File: src/hdl/psc_pkg.sv
package psc_pkg;
  // Clock and timing
  localparam int CLK_KHZ = 40000;
  localparam int BLANK_MS = 2000;
  localparam int BLANK_CYC = BLANK_MS * CLK_KHZ;
  localparam int WAKE_MIN_US = 125;
  localparam int WAKE_MIN_CYC = (WAKE_MIN_US * CLK_KHZ) / 1000;
  localparam int FILT_N = 4;
  // Pin indices; all but IN_POR are filtered
  localparam int IN_PFAIL = 0;
  localparam int IN_MAIN_BATTERY_GOOD = 1;
  localparam int IN_EXTPWR = 2;
  localparam int IN_NEWBAT = 3;
  localparam int IN_URST = 4;
  localparam int IN_WAKE = 5;
  localparam int NIN = 6;
  localparam int IN_POR = 6;
  localparam int PIN_W = 18;
  localparam logic [PIN_W-1:0] PIN_RST = 18'h0001f;
  localparam logic [NIN-1:0] FILT_RST = 6'h1f;
  // Strap layout: user reset, test, port E, drive, display data
  localparam int STRAP_W = 12;
  localparam int TEST_W = 2;
  localparam int PE_W = 3;
  localparam int DRV_W = 2;
  localparam int DD_W = 4;
  localparam int TSEL_W = 3;
  // Register offsets
  localparam logic [7:0] OFF_CTRL = 8'h00;
  localparam logic [7:0] OFF_STATE = 8'h04;
  localparam logic [7:0] OFF_STRAP = 8'h08;
  localparam logic [7:0] OFF_STAT = 8'h0c;
  localparam logic [7:0] OFF_MASK = 8'h10;
  // Control and event bits
  localparam int CTL_STBY = 0;
  localparam int CTL_IDLE = 1;
  localparam int EV_BATT = 0;
  localparam int EV_PFAIL = 1;
  localparam int EV_WAKE = 2;
  localparam int EV_NOBAT = 3;
  localparam int NEV = 4;
  localparam logic [NEV-1:0] MASK_RST = 4'h0;
  typedef enum logic [2:0] {
    ST_OPER = 3'b001,
    ST_IDLE = 3'b010,
    ST_STBY = 3'b100
  } psc_state_t;
endpackage

File: src/hdl/psc_top.sv
// Notes on behaviour
// - Power fail forces Standby
// - Battery-good falling edge raises fast interrupt
// - Low battery-good in Standby blocks start-up
// - Low new-battery sense means no battery
// - Power-on reset clears everything, RTC included; STRAP_VALUE and PRDATA keep their values
// - Straps captured at power-on reset release
// - RUN high in Operating/Idle, low in Standby
// - Wake-up in Standby moves to Operating
// - Wake-up ignored in Idle and Operating
// - Wake-up blanked two seconds after power-on reset
// - User reset spares the RTC
//
// Decided for this implementation: the address map and the APB register port.
`timescale 1ns/10ps
module psc_top #(
  parameter int BLANK_CYCLES = psc_pkg::BLANK_CYC,
  parameter int FILT_LEN = psc_pkg::FILT_N
) (
  // Clock and reset
  input wire logic SYS_CLK,
  input wire logic RSTN,
  // APB slave
  input wire logic PSEL,
  input wire logic PENABLE,
  input wire logic PWRITE,
  input wire logic [7:0] PADDR,
  input wire logic [31:0] PWDATA,
  output logic [31:0] PRDATA,
  output logic PREADY,
  output logic PSLVERR,
  // Power pins
  input wire logic POWER_FAIL_N,
  input wire logic MAIN_BATTERY_GOOD,
  input wire logic EXTERNAL_SUPPLY_SENSE_N,
  input wire logic NEW_BATTERY_SENSE_N,
  input wire logic POWER_ON_RESET_N,
  input wire logic USER_RESET_N,
  input wire logic WAKEUP,
  // Strap pins
  input wire logic [psc_pkg::TEST_W-1:0] TEST_MODE_STRAPS,
  input wire logic [psc_pkg::PE_W-1:0] PORT_E_STRAP,
  input wire logic [psc_pkg::DRV_W-1:0] DRIVE_STRAP,
  input wire logic [psc_pkg::DD_W-1:0] DISPLAY_DATA_STRAP,
  // Status and reset outputs
  output logic RUN,
  output logic FAST_INTERRUPT_REQUEST,
  output logic IRQ,
  output logic SYSTEM_RESET_N,
  output logic RTC_RESET_N,
  output logic NO_BATTERY,
  output logic [psc_pkg::STRAP_W-1:0] STRAP_VALUE,
  output logic [psc_pkg::TSEL_W-1:0] TEST_MODE_SEL,
  output logic TEST_ACTIVE
);
  import psc_pkg::*;

  logic [PIN_W-1:0] pin_in, s1_ff, s2_ff, nxt_s1, nxt_s2;
  logic [NIN-1:0] filt, filt_q_ff, nxt_filt_q;
  logic por_ok, sys_rst, usr_rst, soft_rst, por_q_ff, nxt_por_q, por_rise;
  logic [STRAP_W-1:0] strap_ff, nxt_strap;
  logic [31:0] blank_ff, nxt_blank;
  psc_state_t st_ff, nxt_st;
  logic run_ff, nxt_run, wake_ok, pending, wr, rd_setup;
  logic ctl_stby, ctl_idle;
  logic [NEV-1:0] stat_ff, nxt_stat, mask_ff, nxt_mask, ev, w1c;
  logic irq_ff, nxt_irq, fiq_ff, nxt_fiq, nobat_ff, nxt_nobat;
  logic srst_n_ff, nxt_srst_n, rtc_n_ff, nxt_rtc_n;
  logic [31:0] rdata_ff, nxt_rdata;

  function automatic logic addr_ok(input logic [7:0] a);
    addr_ok = (a == OFF_CTRL) || (a == OFF_STATE) || (a == OFF_STRAP) ||
              (a == OFF_STAT) || (a == OFF_MASK);
  endfunction

  // Pins pass two flops first; straps are static but crossed the same way
  assign pin_in = {DISPLAY_DATA_STRAP, DRIVE_STRAP, PORT_E_STRAP, TEST_MODE_STRAPS,
                   POWER_ON_RESET_N, WAKEUP, USER_RESET_N, NEW_BATTERY_SENSE_N,
                   EXTERNAL_SUPPLY_SENSE_N, MAIN_BATTERY_GOOD, POWER_FAIL_N};
  always_comb begin
    nxt_s1 = pin_in;
    nxt_s2 = s1_ff;
  end
  always_ff @(posedge SYS_CLK) begin
    if (!RSTN) begin
      s1_ff <= PIN_RST;
      s2_ff <= PIN_RST;
    end else begin
      s1_ff <= nxt_s1;
      s2_ff <= nxt_s2;
    end
  end

  // Power-on reset is not filtered, only synchronised
  assign por_ok = s2_ff[IN_POR];
  assign sys_rst = !RSTN || !por_ok;
  assign usr_rst = !filt[IN_URST];
  assign soft_rst = sys_rst || usr_rst;

  // Deglitch: level moves only after FILT_LEN equal samples
  generate
    for (genvar i = 0; i < NIN; i++) begin : g_filt
      logic [FILT_LEN-1:0] hist_ff, nxt_hist;
      logic f_ff, nxt_f;
      always_comb begin
        nxt_hist = {hist_ff[FILT_LEN-2:0], s2_ff[i]};
        nxt_f = f_ff;
        if (&hist_ff) begin
          nxt_f = 1'b1;
        end else if (~|hist_ff) begin
          nxt_f = 1'b0;
        end
        if (sys_rst) begin
          nxt_hist = {FILT_LEN{FILT_RST[i]}};
          nxt_f = FILT_RST[i];
        end
      end
      always_ff @(posedge SYS_CLK) begin
        hist_ff <= nxt_hist;
        f_ff <= nxt_f;
      end
      assign filt[i] = f_ff;
    end
  endgenerate

  // Edge history, strap capture and wake-up blanking
  always_comb begin
    nxt_filt_q = sys_rst ? FILT_RST : filt;
    nxt_por_q = RSTN ? por_ok : 1'b0;
    por_rise = por_ok && !por_q_ff;
    nxt_strap = RSTN ? strap_ff : '0;
    if (RSTN && por_rise) begin
      nxt_strap = {s2_ff[PIN_W-1:IN_POR+1], s2_ff[IN_URST]};
    end
    nxt_blank = blank_ff;
    if (sys_rst) begin
      nxt_blank = BLANK_CYCLES[31:0];
    end else if (blank_ff != 32'h0) begin
      nxt_blank = blank_ff - 32'h1;
    end
  end
  always_ff @(posedge SYS_CLK) begin
    filt_q_ff <= nxt_filt_q;
    por_q_ff <= nxt_por_q;
    strap_ff <= nxt_strap;
    blank_ff <= nxt_blank;
  end

  // Software requests from the control register
  assign wr = PSEL && PENABLE && PWRITE;
  assign rd_setup = PSEL && !PENABLE && !PWRITE;
  assign ctl_stby = wr && (PADDR == OFF_CTRL) && PWDATA[CTL_STBY];
  assign ctl_idle = wr && (PADDR == OFF_CTRL) && PWDATA[CTL_IDLE];
  assign pending = |(stat_ff & mask_ff) || stat_ff[EV_BATT];
  // Battery low and blanking both keep a wake-up from starting the system
  assign wake_ok = filt[IN_WAKE] && filt[IN_MAIN_BATTERY_GOOD] && (blank_ff == 32'h0);

  // Power state machine; power fail outranks everything but reset
  always_comb begin
    nxt_st = st_ff;
    if (sys_rst) begin
      nxt_st = ST_STBY;
    end else if (!filt[IN_PFAIL]) begin
      nxt_st = ST_STBY;
    end else if (usr_rst) begin
      // User reset is not a wake source, so Standby stays put
      nxt_st = (st_ff == ST_STBY) ? ST_STBY : ST_OPER;
    end else begin
      unique case (st_ff)
        ST_OPER: begin
          if (ctl_stby) begin
            nxt_st = ST_STBY;
          end else if (ctl_idle) begin
            nxt_st = ST_IDLE;
          end
        end
        ST_IDLE: begin
          if (ctl_stby) begin
            nxt_st = ST_STBY;
          end else if (pending) begin
            nxt_st = ST_OPER;
          end
        end
        ST_STBY: begin
          if (wake_ok) begin
            nxt_st = ST_OPER;
          end
        end
        default: nxt_st = ST_STBY;
      endcase
    end
    nxt_run = (nxt_st != ST_STBY);
  end
  always_ff @(posedge SYS_CLK) begin
    st_ff <= nxt_st;
    run_ff <= nxt_run;
  end

  // Sticky events; a new event wins over a clear in the same cycle
  always_comb begin
    ev = '0;
    ev[EV_BATT] = filt_q_ff[IN_MAIN_BATTERY_GOOD] && !filt[IN_MAIN_BATTERY_GOOD];
    ev[EV_PFAIL] = (st_ff != ST_STBY) && !filt[IN_PFAIL] && !sys_rst;
    ev[EV_WAKE] = (st_ff == ST_STBY) && (nxt_st == ST_OPER);
    ev[EV_NOBAT] = filt_q_ff[IN_NEWBAT] && !filt[IN_NEWBAT];
    w1c = (wr && PADDR == OFF_STAT) ? PWDATA[NEV-1:0] : '0;
    nxt_stat = (stat_ff & ~w1c) | ev;
    nxt_mask = (wr && PADDR == OFF_MASK) ? PWDATA[NEV-1:0] : mask_ff;
    if (soft_rst) begin
      nxt_stat = '0;
      nxt_mask = MASK_RST;
    end
    nxt_irq = |(nxt_stat & nxt_mask);
    nxt_fiq = nxt_stat[EV_BATT];
    nxt_nobat = sys_rst ? 1'b0 : !filt[IN_NEWBAT];
  end
  always_ff @(posedge SYS_CLK) begin
    stat_ff <= nxt_stat;
    mask_ff <= nxt_mask;
    irq_ff <= nxt_irq;
    fiq_ff <= nxt_fiq;
    nobat_ff <= nxt_nobat;
  end

  // Reset outputs: user reset leaves the RTC running
  always_comb begin
    nxt_rtc_n = !sys_rst;
    nxt_srst_n = !soft_rst;
  end
  always_ff @(posedge SYS_CLK) begin
    rtc_n_ff <= nxt_rtc_n;
    srst_n_ff <= nxt_srst_n;
  end

  // Read data is fetched in the setup phase so the access needs no wait
  always_comb begin
    nxt_rdata = rdata_ff;
    if (rd_setup) begin
      nxt_rdata = 32'h0;
      unique case (PADDR)
        // Status word is 11 bits wide; bit 11 and up read as zero
        OFF_STATE: nxt_rdata[10:0] = {blank_ff != 32'h0, filt, run_ff, st_ff};
        OFF_STRAP: nxt_rdata[STRAP_W-1:0] = strap_ff;
        OFF_STAT: nxt_rdata[NEV-1:0] = stat_ff;
        OFF_MASK: nxt_rdata[NEV-1:0] = mask_ff;
        default: nxt_rdata = 32'h0;
      endcase
    end
    if (!RSTN) begin
      nxt_rdata = 32'h0;
    end
  end
  always_ff @(posedge SYS_CLK) begin
    rdata_ff <= nxt_rdata;
  end

  assign PRDATA = rdata_ff;
  assign PREADY = 1'b1;
  assign PSLVERR = PSEL && PENABLE && !addr_ok(PADDR);
  assign RUN = run_ff;
  assign FAST_INTERRUPT_REQUEST = fiq_ff;
  assign IRQ = irq_ff;
  assign SYSTEM_RESET_N = srst_n_ff;
  assign RTC_RESET_N = rtc_n_ff;
  assign NO_BATTERY = nobat_ff;
  assign STRAP_VALUE = strap_ff;
  // Test selection: captured user reset with the two test straps
  assign TEST_MODE_SEL = strap_ff[TSEL_W-1:0];
  assign TEST_ACTIVE = !strap_ff[0];
endmodule
File: config.mk
export PLATFORM = sky130hd
export DESIGN_NAME = psc_top
export DESIGN_NICKNAME = d
export VERILOG_FILES = /design/src/hdl/psc_pkg.sv /design/src/hdl/psc_top.sv
export SDC_FILE = /design/constraint.sdc
export NUM_CORES = 1
export LEC_CHECK = 0
export BUFFER_PORTS_ARGS = -buffer_cell sky130_fd_sc_hd__buf_2
export CAP_MARGIN = 5
export CORE_ASPECT_RATIO = 0.5
export CORE_MARGIN = 2
export CORE_UTILIZATION = 51
export CTS_BUF_LIST = sky130_fd_sc_hd__clkbuf_8
export CTS_CLUSTER_SIZE = 8
export DETAILED_ROUTE_END_ITERATION = 8
export GPL_TIMING_DRIVEN = 1
export HOLD_SLACK_MARGIN = 0.15
export MAX_ROUTING_LAYER = met4
export PLACE_DENSITY = 0.8
export SYNTH_ARGS = -nofsm -noshare
export SYNTH_HDL_FRONTEND = slang
export SYNTH_SLANG_ARGS = --single-unit
File: constraint.sdc
create_clock -name SYS_CLK -period 1.9 [get_ports SYS_CLK]
set_input_delay 0.38 -clock SYS_CLK [delete_from_list [all_inputs] [get_ports SYS_CLK]]
set_output_delay 0.38 -clock SYS_CLK [all_outputs]
set_load 0.01 [all_outputs]
==> qor.yml <==
syn_inst: 571
start_kind: "flop"
synth_largest_area_cell: "dfxtp_1"
start_util: 0.523
drive_gt1_frac: 0.298
use_met1: 0.256
clk_path_buf_depth: 2
max_cap_violations: 0
synthMuxAreaShare: 0.00741
gr-total-overflow: 0
grt_pass1_wl_um: 20900
yosysWarnings: 0
cts.reportedPaths.clkPinSlew_ns: 0.08
outcome: "finished, violations left"
grt_util_met2: 0.383
wl_per_cell_um: 15.8
syn2layout_area_growth_pct: 26.6
seq_area_um2: 2950
avgSynthCellArea_um2: 10.1
vdd_drop_max_mv: 0.481
critPathKind: "reg2reg"
finalWeightedCongestion: 0.865
worst_clock_skew_ns: 0.0133
grt-busiest-layer: "met2"
crit_path_end_kind: "flop"
setup_viol: 4
coreArea_um2: 11000
required_ns: 2.26
synth-compound-area-share: 0.113
netlist_area_um2: 5740
clock_latency_ns: 0.45
die_w_um: 154
pin_count: 119
synth-xor-area-share: 0.0412
setup_slack_ns: -0.0873
violations: "setup timing"
synth_cell_types: 69
rows: 27
dieArea_um2: 12200
antenna_found_initial: 0
hpwlAfterDp_um: 8240
netlist.area_leader.share: 0.450
slew_headroom: 0.572
worst_pin_slew_ns: 0.639
dr_total_vias: 4638
max_freq_ghz: 0.503
drtAntennaViolNets: 0
synth_simple_gate_area_frac: 0.255
finalHoldWorstSlack_ns: 0.160
layout_min_cycle_time_ns: 1.99
slew_viol_final: 0
power.density_nw_per_um2: 805
grt.total_usage: 0.223
multi_input_comb_area_um2: 2760
via_per_inst: 5.43
ys_seq_area_frac: 0.513
synthAdderAreaFrac: 0.00436
grt_pass1_vias: 4367
grt_use_met3: 0.0584
clock-sinks: 141
synth.most_common_cell: "dfxtp_1"
die_y_um: 79.0
synthTopCellsByArea: "dfxtp_1 45%, edfxtp_1 6.3%, and2_1 4.8%"
wl_um: 13500
antennaDiodeCount: 0
min_period_over_period: 1.05
drt_pass1_iterations: 7
synth_top_flop_cell: "dfxtp_1"
cts_tree: "built"
synth_top_family_by_area: "simple AND/OR/NAND/NOR gates"
total_leakage_power_nw: 2.93
ys_async_sr_fraction: 0
netlist_top_cells_count: "129 x dfxtp_1, 48 x nor2_1, 44 x and2_1"
rsz0062_at_grt: "true"
synth-seq-cells: 141
grt_max_degree: 55
nFillCells: 769
path_max_fanout: 12
h-tree-depth: 4
final-hold-violation-count: 0
synth_edf_count: 12
hp-class: "in2reg"
final_util: 0.662
drtIter0Drc: 383
nNetsFinal: 761
crit_arrival_ns: 2.35
drc_errors: 0
cts_root_buffer: "clkbuf_8"
numCtsBuffers: 17
portBuffers: 69
[layout make-up]
class / instances / share of cell area
flip-flops and latches: 141 / 0.405
multi-input cells: 384 / 0.379
repair buffers: 141 / 0.132
clock buffers: 17 / 0.0322
well taps: 145 / 0.0250
clock inverters: 15 / 0.0205
inverters: 11 / 0.00568
[path summary, 6_finish.rpt]
check | slack [ns] | end | depth (start not counted) | startpoint
worst max register to register | -0.09 | blank_ff[19]$_SDFFE_PN0N_ | 10 | blank_ff[0]$_SDFFE_PN0N_
worst max-delay path | -0.09 | blank_ff[19]$_SDFFE_PN0N_ | 10 | blank_ff[0]$_SDFFE_PN0N_
worst min-delay path | 0.16 | nxt_s2[5]$_SDFF_PN0_ | 2 | WAKEUP
worst min register to register | 0.41 | s2_ff[1]$_SDFF_PN1_ | 1 | nxt_s2[1]$_SDFF_PN1_
[power by group]
part | internal [mW] | total [mW] | leakage (nW) | switching (mW)
Clock | 1.17 | 2.35 | 0.195 | 1.18
Sequential | 3.06 | 3.09 | 1.17 | 0.0356
Combinational | 0.195 | 0.408 | 1.56 | 0.213
[metrics by stage]
step / cells / TNS, ns / setup WS [ns] / total power, mW / area (um2)
2_1_floorplan: 590 / -1.33 / -0.132 / 3.39 / 5850
3_3_place_gp: 804 / -3.69 / -0.301 / 3.49 / 6470
3_5_place_dp: 804 / -4.93 / -0.353 / 3.50 / 6470
4_1_cts: 852 / -0.0214 / -0.0214 / 5.82 / 7070
5_1_grt: 854 / -1.29 / -0.177 / 6.05 / 7270
6_report: 854 / -0.193 / -0.0873 / 5.85 / 7270
[what timing repair did]
| item | 4_1_cts | 5_1_grt |
|---|---|---|
| endpoints found under the setup margin | 12 | 33 |
| hold buffers | 15 | 0 |
| pin swaps | 4 | 10 |
| endpoints found under the hold margin | 15 | 0 |
| gates resized for setup | 12 | 33 |
| gates cloned | 0 | 0 |
| buffers inserted | 1 | 2 |
[state kept, by name (all words and copies together), names as in the netlist]
register        cells
PRDATA             12
st_ff               3
stat_ff             4
g_filt.hist_ff     24
mask_ff             4
IRQ                 1
blank_ff           32
RUN                 1
s2_ff              18
SYSTEM_RESET_N      1
g_filt.f_ff         6
por_q_ff            1
nxt_s2             18
RTC_RESET_N         1
filt_q_ff           2
STRAP_VALUE        12
NO_BATTERY          1
[kinds of logic after synthesis]
logic type	count (synthesis)
AO/OA/AOI/OAI	88
multiplexers	4
other	2
AND/OR/NAND/NOR	242
buffers and inverters	65
flip-flops	141
adder cells (fa/ha/maj)	2
XOR/XNOR	27
[worst max-delay path, stage by stage (launching register included)]
cell	delay, ns
dfxtp_2	0.33
inv_2	0.07
ha_4	0.12
nor4b_4	0.25
nand4_1	0.16
buf_6	0.17
buf_4	0.17
o211ai_1	0.23
buf_4	0.16
o31ai_1	0.06
a21oi_1	0.17
[routing by layer]
layer | wire length (um) | vias up | share of wire
li1 | - | 2230 | -
met1 | 5760 | 2222 | 0.43
met2 | 6730 | 159 | 0.50
met3 | 751 | 27 | 0.056
met4 | 277 | 0 | 0.020
met5 | 0 | - | 0
[cells in the final DEF (no fill, tap or decap), drive strengths merged, types with 11 or more instances in the layout]
cell           n
clkbuf        17
conb          21
nand2b        33
dlygate4sd3   15
inv           20
nand2         20
xor2          18
edfxtp        12
o21ai         14
a21oi         11
buf          126
a221oi        11
and2          44
nor2          48
nor4          19
dfxtp        129
nand3         13
(Power assumes the default switching activity.)
